File: src/rtl/pc_seq_pkg.sv
/*
  Constants and types for the program counter and fetch sequencer.
  Assumes a single system clock; no software-visible registers.
*/
package pc_seq_pkg;
  // ****************************************************************
  // Widths and vectors
  // ****************************************************************
  localparam int          PC_W          = 11;
  localparam int          STACK_DEPTH   = 4;
  localparam logic [10:0] RESET_VEC     = 11'h000;
  localparam logic [10:0] INT0_VEC      = 11'h004;
  localparam logic [10:0] INT1_VEC      = 11'h008;
  localparam logic [10:0] TMR_VEC       = 11'h00C;
  // ****************************************************************
  // Timing
  // ****************************************************************
  localparam int          PHASES        = 4;
  localparam int          SST_XTAL_CLKS = 128;
  localparam int          SST_RC_CLKS   = 2;

  typedef enum logic [1:0] {
    FL_NEXT,
    FL_JUMP,
    FL_CALL,
    FL_RET
  } flow_t;
endpackage : pc_seq_pkg

File: src/rtl/pc_fetch_seq.sv
/*
  Program counter and fetch sequencer: phase generator, start-up wait,
  two-stage fetch/execute pipeline, 11-bit PC with branch sources.
  Assumes a synchronous ROM that returns the word at rom_addr_o in the
  same instruction cycle, and an executor that reports flow requests
  on the cycle's last phase.
*/
// Summary of operation
// - System clock splits into four non-overlapping phase strobes.
// - One instruction cycle equals four system clocks with ce_i high.
// - Fetch in one cycle, execute the fetched word in the next.
// - Instructions that change the PC take two instruction cycles.
// - Program counter is 11 bits, addressing 2048 words.
// - PC increments by one after every fetch that loads no target.
// - PC loads targets on jump, low write, call, reset, interrupt, return.
// - Taken skip discards prefetched word and runs a dummy cycle.
// - Power-up or wake with crystal waits 128 clocks before execution.
// - Wake with internal RC oscillator and no crystal waits only 2 clocks.
// - Return stack holds four nested levels.
// - Reset clears PC so execution starts at address zero.
// - Low byte write jumps inside the current 256-word page.
// - Interrupts vector to 004H, 008H and 00CH.
// - Interrupt waits pending while the stack is full.
`timescale 1ns/100ps
module pc_fetch_seq
  import pc_seq_pkg::*;
(
  // Clock, reset, enable
  input  wire logic            clk_i,
  input  wire logic            rst_i,
  input  wire logic            ce_i,
  // Power management
  input  wire logic            wake_i,
  input  wire logic            ext_high_freq_crystal_i,
  input  wire logic            int_high_freq_rc_i,
  // Execution unit flow requests (sampled on last phase)
  input  wire logic            jump_i,
  input  wire logic            call_i,
  input  wire logic            ret_i,
  input  wire logic            skip_i,
  input  wire logic            pc_low_byte_wr_i,
  input  wire logic [7:0]      pc_low_byte_i,
  input  wire logic [PC_W-1:0] target_i,
  // Interrupt requests (already enabled/masked)
  input  wire logic            int0_req_i,
  input  wire logic            int1_req_i,
  input  wire logic            tmr_req_i,
  output logic                 int_ack_o,
  output logic [1:0]           int_src_o,
  // Program memory
  output logic [PC_W-1:0]      rom_addr_o,
  input  wire logic [15:0]     rom_data_i,
  // Pipeline status
  output logic [3:0]           phase_o,
  output logic [15:0]          instr_o,
  output logic                 instr_valid_o,
  output logic                 running_o,
  output logic [PC_W-1:0]      pc_o
);
  // ****************************************************************
  // State
  // ****************************************************************
  typedef struct packed {
    logic [1:0]      ph;
    logic [7:0]      sst;
    logic            run;
    logic [PC_W-1:0] pc;
    logic [15:0]     ir;
    logic            ir_ok;
    logic            ack;
    logic [1:0]      src;
  } st_t;

  st_t st_ff;
  st_t nxt_st;

  logic            last_ph;
  logic            flow_req;
  logic            do_push;
  logic            do_pop;
  logic            stk_full;
  logic [PC_W-1:0] stk_top;
  logic [PC_W-1:0] push_val;
  logic            int_any;
  logic            int_take;
  logic [1:0]      int_sel;
  logic [PC_W-1:0] int_vec;

  function automatic logic [7:0] sst_clks(input int n);
    sst_clks = 8'(n - 1);
  endfunction : sst_clks

  // Fixed priority: first external line, second line, then timer
  function automatic logic [1:0] int_pick(input logic r0, input logic r1);
    int_pick = r0 ? 2'h0 : (r1 ? 2'h1 : 2'h2);
  endfunction : int_pick

  // ****************************************************************
  // Interrupt priority
  // ****************************************************************
  assign int_any = int0_req_i | int1_req_i | tmr_req_i;
  assign int_sel = int_pick(int0_req_i, int1_req_i);

  always_comb begin
    int_vec = TMR_VEC;
    if (int_sel == 2'h0) begin
      int_vec = INT0_VEC;
    end else if (int_sel == 2'h1) begin
      int_vec = INT1_VEC;
    end
  end

  // ****************************************************************
  // Flow requests
  // ****************************************************************
  assign last_ph  = st_ff.run && (st_ff.ph == 2'(PHASES - 1));
  assign flow_req = jump_i || call_i || ret_i || pc_low_byte_wr_i || skip_i;
  // Taken only where the current instruction leaves the PC alone:
  // no request is lost and the pushed PC is a true return point.
  // A return on a full stack frees its level first; the waiting
  // request follows in the dummy cycle after it.
  assign int_take = last_ph && int_any && !stk_full && !flow_req;
  assign do_push  = last_ph && (call_i || int_take);
  assign do_pop   = last_ph && ret_i;
  // Word being fetched is dropped, so the handler returns to it
  assign push_val = st_ff.pc;

  // ****************************************************************
  // Sequencer
  // ****************************************************************
  always_comb begin
    nxt_st     = st_ff;
    nxt_st.ack = 1'b0;
    if (wake_i) begin
      // Halt wake restarts the start-up timer
      nxt_st.run = 1'b0;
      nxt_st.ph  = '0;
      nxt_st.sst = int_high_freq_rc_i && !ext_high_freq_crystal_i
                 ? sst_clks(SST_RC_CLKS)
                 : sst_clks(SST_XTAL_CLKS);
    end else if (!st_ff.run) begin
      if (st_ff.sst == '0) begin
        nxt_st.run = 1'b1;
      end else begin
        nxt_st.sst = st_ff.sst - 8'h01;
      end
    end else begin
      nxt_st.ph = st_ff.ph + 2'h1;
      if (last_ph) begin
        // Default: latch fetched word, advance PC
        nxt_st.ir    = rom_data_i;
        nxt_st.ir_ok = 1'b1;
        nxt_st.pc    = st_ff.pc + 11'h001;
        if (int_take) begin
          // Never alongside a flow request of the current instruction
          nxt_st.pc    = int_vec;
          nxt_st.ir_ok = 1'b0;
          nxt_st.ack   = 1'b1;
          nxt_st.src   = int_sel;
        end else if (jump_i || call_i) begin
          nxt_st.pc    = target_i;
          nxt_st.ir_ok = 1'b0;
        end else if (ret_i) begin
          nxt_st.pc    = stk_top;
          nxt_st.ir_ok = 1'b0;
        end else if (pc_low_byte_wr_i) begin
          nxt_st.pc    = {st_ff.pc[PC_W-1:8], pc_low_byte_i};
          nxt_st.ir_ok = 1'b0;
        end else if (skip_i) begin
          // Fetched word dropped, becomes a dummy cycle
          nxt_st.ir_ok = 1'b0;
        end
      end
    end
  end

  always_ff @(posedge clk_i) begin
    if (rst_i) begin
      st_ff     <= '0;
      st_ff.pc  <= RESET_VEC;
      // Power-up always waits the long crystal period
      st_ff.sst <= sst_clks(SST_XTAL_CLKS);
    end else if (ce_i) begin
      st_ff <= nxt_st;
    end
  end

  // ****************************************************************
  // Return stack
  // ****************************************************************
  ret_stack #(
    .DEPTH (STACK_DEPTH)
  ) u_stack (
    .clk_i  (clk_i),
    .rst_i  (rst_i),
    .ce_i   (ce_i),
    .push_i (do_push),
    .pop_i  (do_pop),
    .data_i (push_val),
    .top_o  (stk_top),
    .full_o (stk_full)
  );

  // ****************************************************************
  // Outputs
  // ****************************************************************
  // Strobes stay dark through the start-up wait
  always_comb begin
    phase_o = '0;
    if (st_ff.run) begin
      phase_o[st_ff.ph] = 1'b1;
    end
  end

  assign rom_addr_o    = st_ff.pc;
  assign pc_o          = st_ff.pc;
  assign instr_o       = st_ff.ir;
  assign instr_valid_o = st_ff.ir_ok && st_ff.run;
  assign running_o     = st_ff.run;
  assign int_ack_o     = st_ff.ack;
  assign int_src_o     = st_ff.src;
endmodule : pc_fetch_seq

File: src/rtl/ret_stack.sv
/*
  Return-address stack of fixed depth.
  Assumes push and pop are never asserted together.
*/
`timescale 1ns/100ps
module ret_stack
  import pc_seq_pkg::*;
#(
  parameter int DEPTH = STACK_DEPTH
) (
  // Clock and reset
  input  wire logic            clk_i,
  input  wire logic            rst_i,
  input  wire logic            ce_i,
  // Stack operations
  input  wire logic            push_i,
  input  wire logic            pop_i,
  input  wire logic [PC_W-1:0] data_i,
  output logic      [PC_W-1:0] top_o,
  output logic                 full_o
);
  typedef struct packed {
    logic [DEPTH-1:0][PC_W-1:0] mem;
    logic [$clog2(DEPTH+1)-1:0] cnt;
  } stk_t;

  stk_t stk_ff;
  stk_t nxt_stk;

  always_comb begin
    nxt_stk = stk_ff;
    if (push_i) begin
      // Overflow drops the oldest entry by shifting everything down
      nxt_stk.mem = {stk_ff.mem[DEPTH-2:0], data_i};
      if (stk_ff.cnt != DEPTH[$clog2(DEPTH+1)-1:0]) begin
        nxt_stk.cnt = stk_ff.cnt + 1'b1;
      end
    end else if (pop_i) begin
      nxt_stk.mem = {data_i, stk_ff.mem[DEPTH-1:1]};
      if (stk_ff.cnt != '0) begin
        nxt_stk.cnt = stk_ff.cnt - 1'b1;
      end
    end
  end

  always_ff @(posedge clk_i) begin
    if (rst_i) begin
      stk_ff <= '0;
    end else if (ce_i) begin
      stk_ff <= nxt_stk;
    end
  end

  assign top_o  = stk_ff.mem[0];
  assign full_o = (stk_ff.cnt == DEPTH[$clog2(DEPTH+1)-1:0]);
endmodule : ret_stack

File: config.mk
export PLATFORM = sky130hd
export DESIGN_NAME = pc_fetch_seq
export DESIGN_NICKNAME = d
export VERILOG_FILES = /design/src/rtl/pc_seq_pkg.sv /design/src/rtl/pc_fetch_seq.sv /design/src/rtl/ret_stack.sv
export SDC_FILE = /design/constraint.sdc
export NUM_CORES = 1
export LEC_CHECK = 0
export ABC_CLOCK_PERIOD_IN_PS = 3100
export BUFFER_PORTS_ARGS = -buffer_cell sky130_fd_sc_hd__buf_4
export CORE_ASPECT_RATIO = 1.75
export CORE_MARGIN = 10
export CORE_UTILIZATION = 32
export CTS_BUF_LIST = sky130_fd_sc_hd__clkbuf_2
export CTS_CLUSTER_DIAMETER = 50
export CTS_CLUSTER_SIZE = 8
export DETAILED_ROUTE_END_ITERATION = 16
export PLACE_DENSITY_LB_ADDON = 0.05
export SLEW_MARGIN = 30
export SYNTH_ARGS = -nofsm -noshare
export SYNTH_HDL_FRONTEND = slang
export SYNTH_SLANG_ARGS = --single-unit
export TNS_END_PERCENT = 100
File: constraint.sdc
create_clock -name clk_i -period 3.1 [get_ports clk_i]
set_input_delay 0.31 -clock clk_i [delete_from_list [all_inputs] [get_ports clk_i]]
set_output_delay 0.31 -clock clk_i [all_outputs]
set_load 0.02 [all_outputs]
==> summary.md <==
| Metric | Value |
|---|---|
| Classification of the worst-slack hold path | input pin to register |
| Number of enable flip-flop cells after synthesis | 0 |
| Total power divided by cell area | ~340 nW/um2 |
| Area fraction of the dominant cell type after synthesis | 0.3803 |
| Maximum single-stage delay on the critical path | approximately 0.57 ns |
| Slew at the pin closest to its max-slew limit | roughly 0.78 ns |
| Clk buf depth | 2 |
| Most frequent cells after synthesis | 124 x sky130_fd_sc_hd__a21oi_1, 104 x sky130_fd_sc_hd__nand2_1, 89 x sky130_fd_sc_hd__dfxtp_1 |
| Register area | between 1500 and 2000 um2 |
| Final-layout fill cell count | 1564 |
| Net Count, Synth | between 600 and 700 |
| Post-Layout Inst Area | 5599 um2 |
| Total congestion overflow after global routing | 0 |
| Outcome | completed |
| Number of antenna violations at the first check in global routing | 1 |
| Endpoint class of the critical path | register |
| Wire length of the first global-routing pass | 23.61 mm |
| Leakage | roughly 2.2 nW |
| Number of nets with antenna violations after detailed routing | 0 |
| Vias per inst | a little over 5 |
| Start of the worst register-to-register path | u_stack.stk_ff[1] |
| Yosys top cell by area | sky130_fd_sc_hd__dfxtp_1 |
| Setup TNS | 0 ns |
| Number of buffers added on ports | 95 |
| RSZ-0062 raised after global routing | false |
| Startpoint type of the worst setup path | register |
| Top-Level Pins | 96 |
| Number of flip-flops and latches in the synthesized netlist | around 90 |
| Slowest cell on crit path | sky130_fd_sc_hd__nor4_2 |
| Die outline height | approximately 180 um |
| Placement Cell Area | about 5300 um2 |
| Final number of max-transition violations | 0 |
| Floorplan Core Area | approximately 14000 um2 |
| CTS H-tree depth | 3 |
| Yosys warning count | 0 |
| DR WL/cell | between 15 and 20 um |
| Peak ir drop on the vdd network | ~0.00017 V |
| Area used by multi-input combinational logic | 2374 um2 |
| Largest delay share family, worst path | simple AND/OR/NAND/NOR gates |
| Final clock skew | ~0.026 ns |
| Total count of hold-check failures in the final report | 0 |
| Final hold slack | between 0.04 and 0.05 ns |
| Insertion delay to the later sink of the worst-skew pair | 0.57 ns |
| Largest cells by area after synthesis | sky130_fd_sc_hd__dfxtp_1 38%, sky130_fd_sc_hd__a21oi_1 13%, sky130_fd_sc_hd__nand2_1 8.3% |
| Crit path launch | u_stack.stk_ff[1] |
| Count of max-cap constraint violations | 0 |
| Critical path type | register to register |
| Fmax achieved | between 300 and 400 MHz |
| Syn-to-layout area delta | 19.52% |
| Endpoint required time on the critical path | 3.61 ns |
| Power after layout | around 0.0019 W |
| Arr. time, crit path | 3.17 ns |
| Clock tree from TritonCTS | done |
| Initial Util | 0.3260 |
| Number of vias after detailed routing | between 4000 and 5000 |
| Worst rel slew slack | 0.4752 |
| Overall routing resource usage | 0.1420 |
| Gpl congestion | ~0.8 |
| Post-DP HPWL | roughly 11 mm |
| Horizontal extent of the die | between 100 and 150 um |
| Buffer type at the clock tree root | sky130_fd_sc_hd__clkbuf_2 |
| Iteration-0 DRC count of the detailed router | between 200 and 250 |
| Layout cell share with drive strength beyond 1 | 0.1991 |
| Maximum fanout along the worst path | 7 |
| Vias in the first global route | around 4400 |
| Average cell area after synthesis | around 7.5 um2 |
| Final period utilization | 0.8598 |
| Final worst path period need | 2.665 ns |
| Area enclosed by the die boundary | between 20000 and 25000 um2 |
| Source of the worst hold timing path | ce_i |
| Main flop type after synthesis | sky130_fd_sc_hd__dfxtp_1 |
| Setup repair bufs after CTS | 0 |
| CTS sink count | 89 |
| Number of failing setup endpoints in the final timing report | 0 |
| Fin nets | around 740 |
| Clock-pin slew reported for the worst setup and hold paths after clock tree synthesis | 0.27 ns |
| Floorplan row count | between 50 and 60 |
| Share of async-settable or async-resettable flops after synthesis | 0 |
| Count of different cell masters after synthesis | between 50 and 60 |
| Number of buffers added by the clock tree synthesis step | 9 |
| Cells traversed along the worst timing path | nor3b_1 > buf_4 > nor4_2 > nand2_1 > or3_1 > dlygate4sd3_1 > a21oi_1 |
| Number of buffer and inverter instances along the worst setup path | 2 |
| Router iterations before antenna repair | 4 |
| DRC violations left | 0 |
| Part of the Yosys area used for sequential elements | 0.3803 |
| Post-synthesis instance total | around 620 |
| Most instantiated library cell after synthesis | sky130_fd_sc_hd__a21oi_1 |
| Pin count of the biggest net entering global routing | 47 |
| Final routed wirelength across all metal layers | 14.65 mm |
| Netlist area before placement | around 4700 um2 |
path summary, 6_finish.rpt:
check | end | slack, ns | depth (start not counted)
min | running_o | 0.05 | 2
min reg2reg | u_stack.stk_ff[35] | 0.46 | 2
max | int_src_o[1] | 0.43 | 7
max reg2reg | int_src_o[1] | 0.43 | 7
cells in the final DEF (no fill, tap or decap), types with 2 or more instances in the layout:
cell type / Yosys / layout
sky130_fd_sc_hd__dfxtp_1: 89 / 89
sky130_fd_sc_hd__or3_1: 4 / 4
sky130_fd_sc_hd__o21ai_0: 24 / 24
sky130_fd_sc_hd__nand2b_1: 3 / 3
sky130_fd_sc_hd__xnor2_1: 5 / 5
sky130_fd_sc_hd__nor2_1: 21 / 20
sky130_fd_sc_hd__nand3_1: 6 / 6
sky130_fd_sc_hd__clkinv_1: 1 / 2
sky130_fd_sc_hd__nor3_1: 24 / 24
sky130_fd_sc_hd__clkinv_4: 0 / 2
sky130_fd_sc_hd__o211ai_1: 4 / 4
sky130_fd_sc_hd__mux2i_1: 3 / 3
sky130_fd_sc_hd__buf_12: 0 / 2
sky130_fd_sc_hd__o41ai_1: 2 / 2
sky130_fd_sc_hd__clkbuf_2: 1 / 9
sky130_fd_sc_hd__a211oi_1: 4 / 4
sky130_fd_sc_hd__dlygate4sd3_1: 0 / 23
sky130_fd_sc_hd__nor2b_1: 2 / 2
sky130_fd_sc_hd__a21o_1: 2 / 2
sky130_fd_sc_hd__and2_1: 5 / 5
sky130_fd_sc_hd__inv_1: 11 / 11
sky130_fd_sc_hd__buf_4: 41 / 107
sky130_fd_sc_hd__inv_6: 0 / 3
sky130_fd_sc_hd__a31oi_1: 3 / 3
sky130_fd_sc_hd__nor3b_1: 7 / 7
sky130_fd_sc_hd__nand4_1: 3 / 3
sky130_fd_sc_hd__o21ai_1: 37 / 36
sky130_fd_sc_hd__or2_2: 2 / 2
sky130_fd_sc_hd__a22oi_1: 3 / 3
sky130_fd_sc_hd__ha_1: 8 / 8
sky130_fd_sc_hd__nand2_1: 104 / 104
sky130_fd_sc_hd__a21oi_1: 124 / 124
sky130_fd_sc_hd__a221oi_1: 6 / 6
sky130_fd_sc_hd__xor2_1: 5 / 5
where the power goes:
group | internal, W | total, W | switching, W | leakage, nW
registers | 0.00116 | 0.00117 | 0.0000149 | 0.718
logic | 0.0000910 | 0.000183 | 0.0000917 | 1.44
clock network | 0.000115 | 0.000563 | 0.000448 | 0.0647
total | 0.00137 | 0.00192 | 0.000554 | 2.22
final cells by class:
class | instances | area share
Clock buffer | 9 | 0.008045
Antenna cell | 1 | 0.0004469
Sequential cell | 89 | 0.3182
Tap cell | 180 | 0.04022
Multi-Input combinational cell | 434 | 0.4239
Inverter | 12 | 0.008045
Clock inverter | 7 | 0.009385
Timing Repair Buffer | 132 | 0.1917
kinds of logic after synthesis:
| family | share of synthesized area |
|---|---|
| AOI/OAI and AO/OA | 0.2727 |
| xor gates and xnor gates | 0.01870 |
| adders and majority gates | 0.02137 |
| buffers and inverters | 0.1157 |
| DFF | 0.3803 |
| muxes | 0.008814 |
| and+or+nand+nor | 0.1824 |
registers in the layout (all words and copies together), names as in the netlist:
register        flops
instr_o            16
int_ack_o           1
int_src_o           2
pc_o               11
running_o           1
st_ff              11
u_stack.stk_ff     36
u_stack.top_o      11
metal layers:
metal	track usage	share of wire	vias to the layer above
met5	0	0	-
li1	-	-	2251
met1	0.1619	0.42	2096
met2	0.2516	0.52	101
met3	0.02667	0.047	21
met4	0.05731	0.017	0
metrics by stage:
step,setup slack [ns],utilization,cells
after floorplan,0.2150,-,622
after global placement,0.4604,0.3664,824
after detailed placement,0.4029,0.3664,824
after CTS,0.3797,0.3892,863
after global routing,0.2801,0.3897,864
final,0.4346,0.3897,864
what timing repair did:
action	in CTS	in global routing
setup endpoints to repair	0	0
hold endpoints to repair	22	0
hold buffers	23	0
resized for setup	0	0
(Power assumes the default switching activity.)
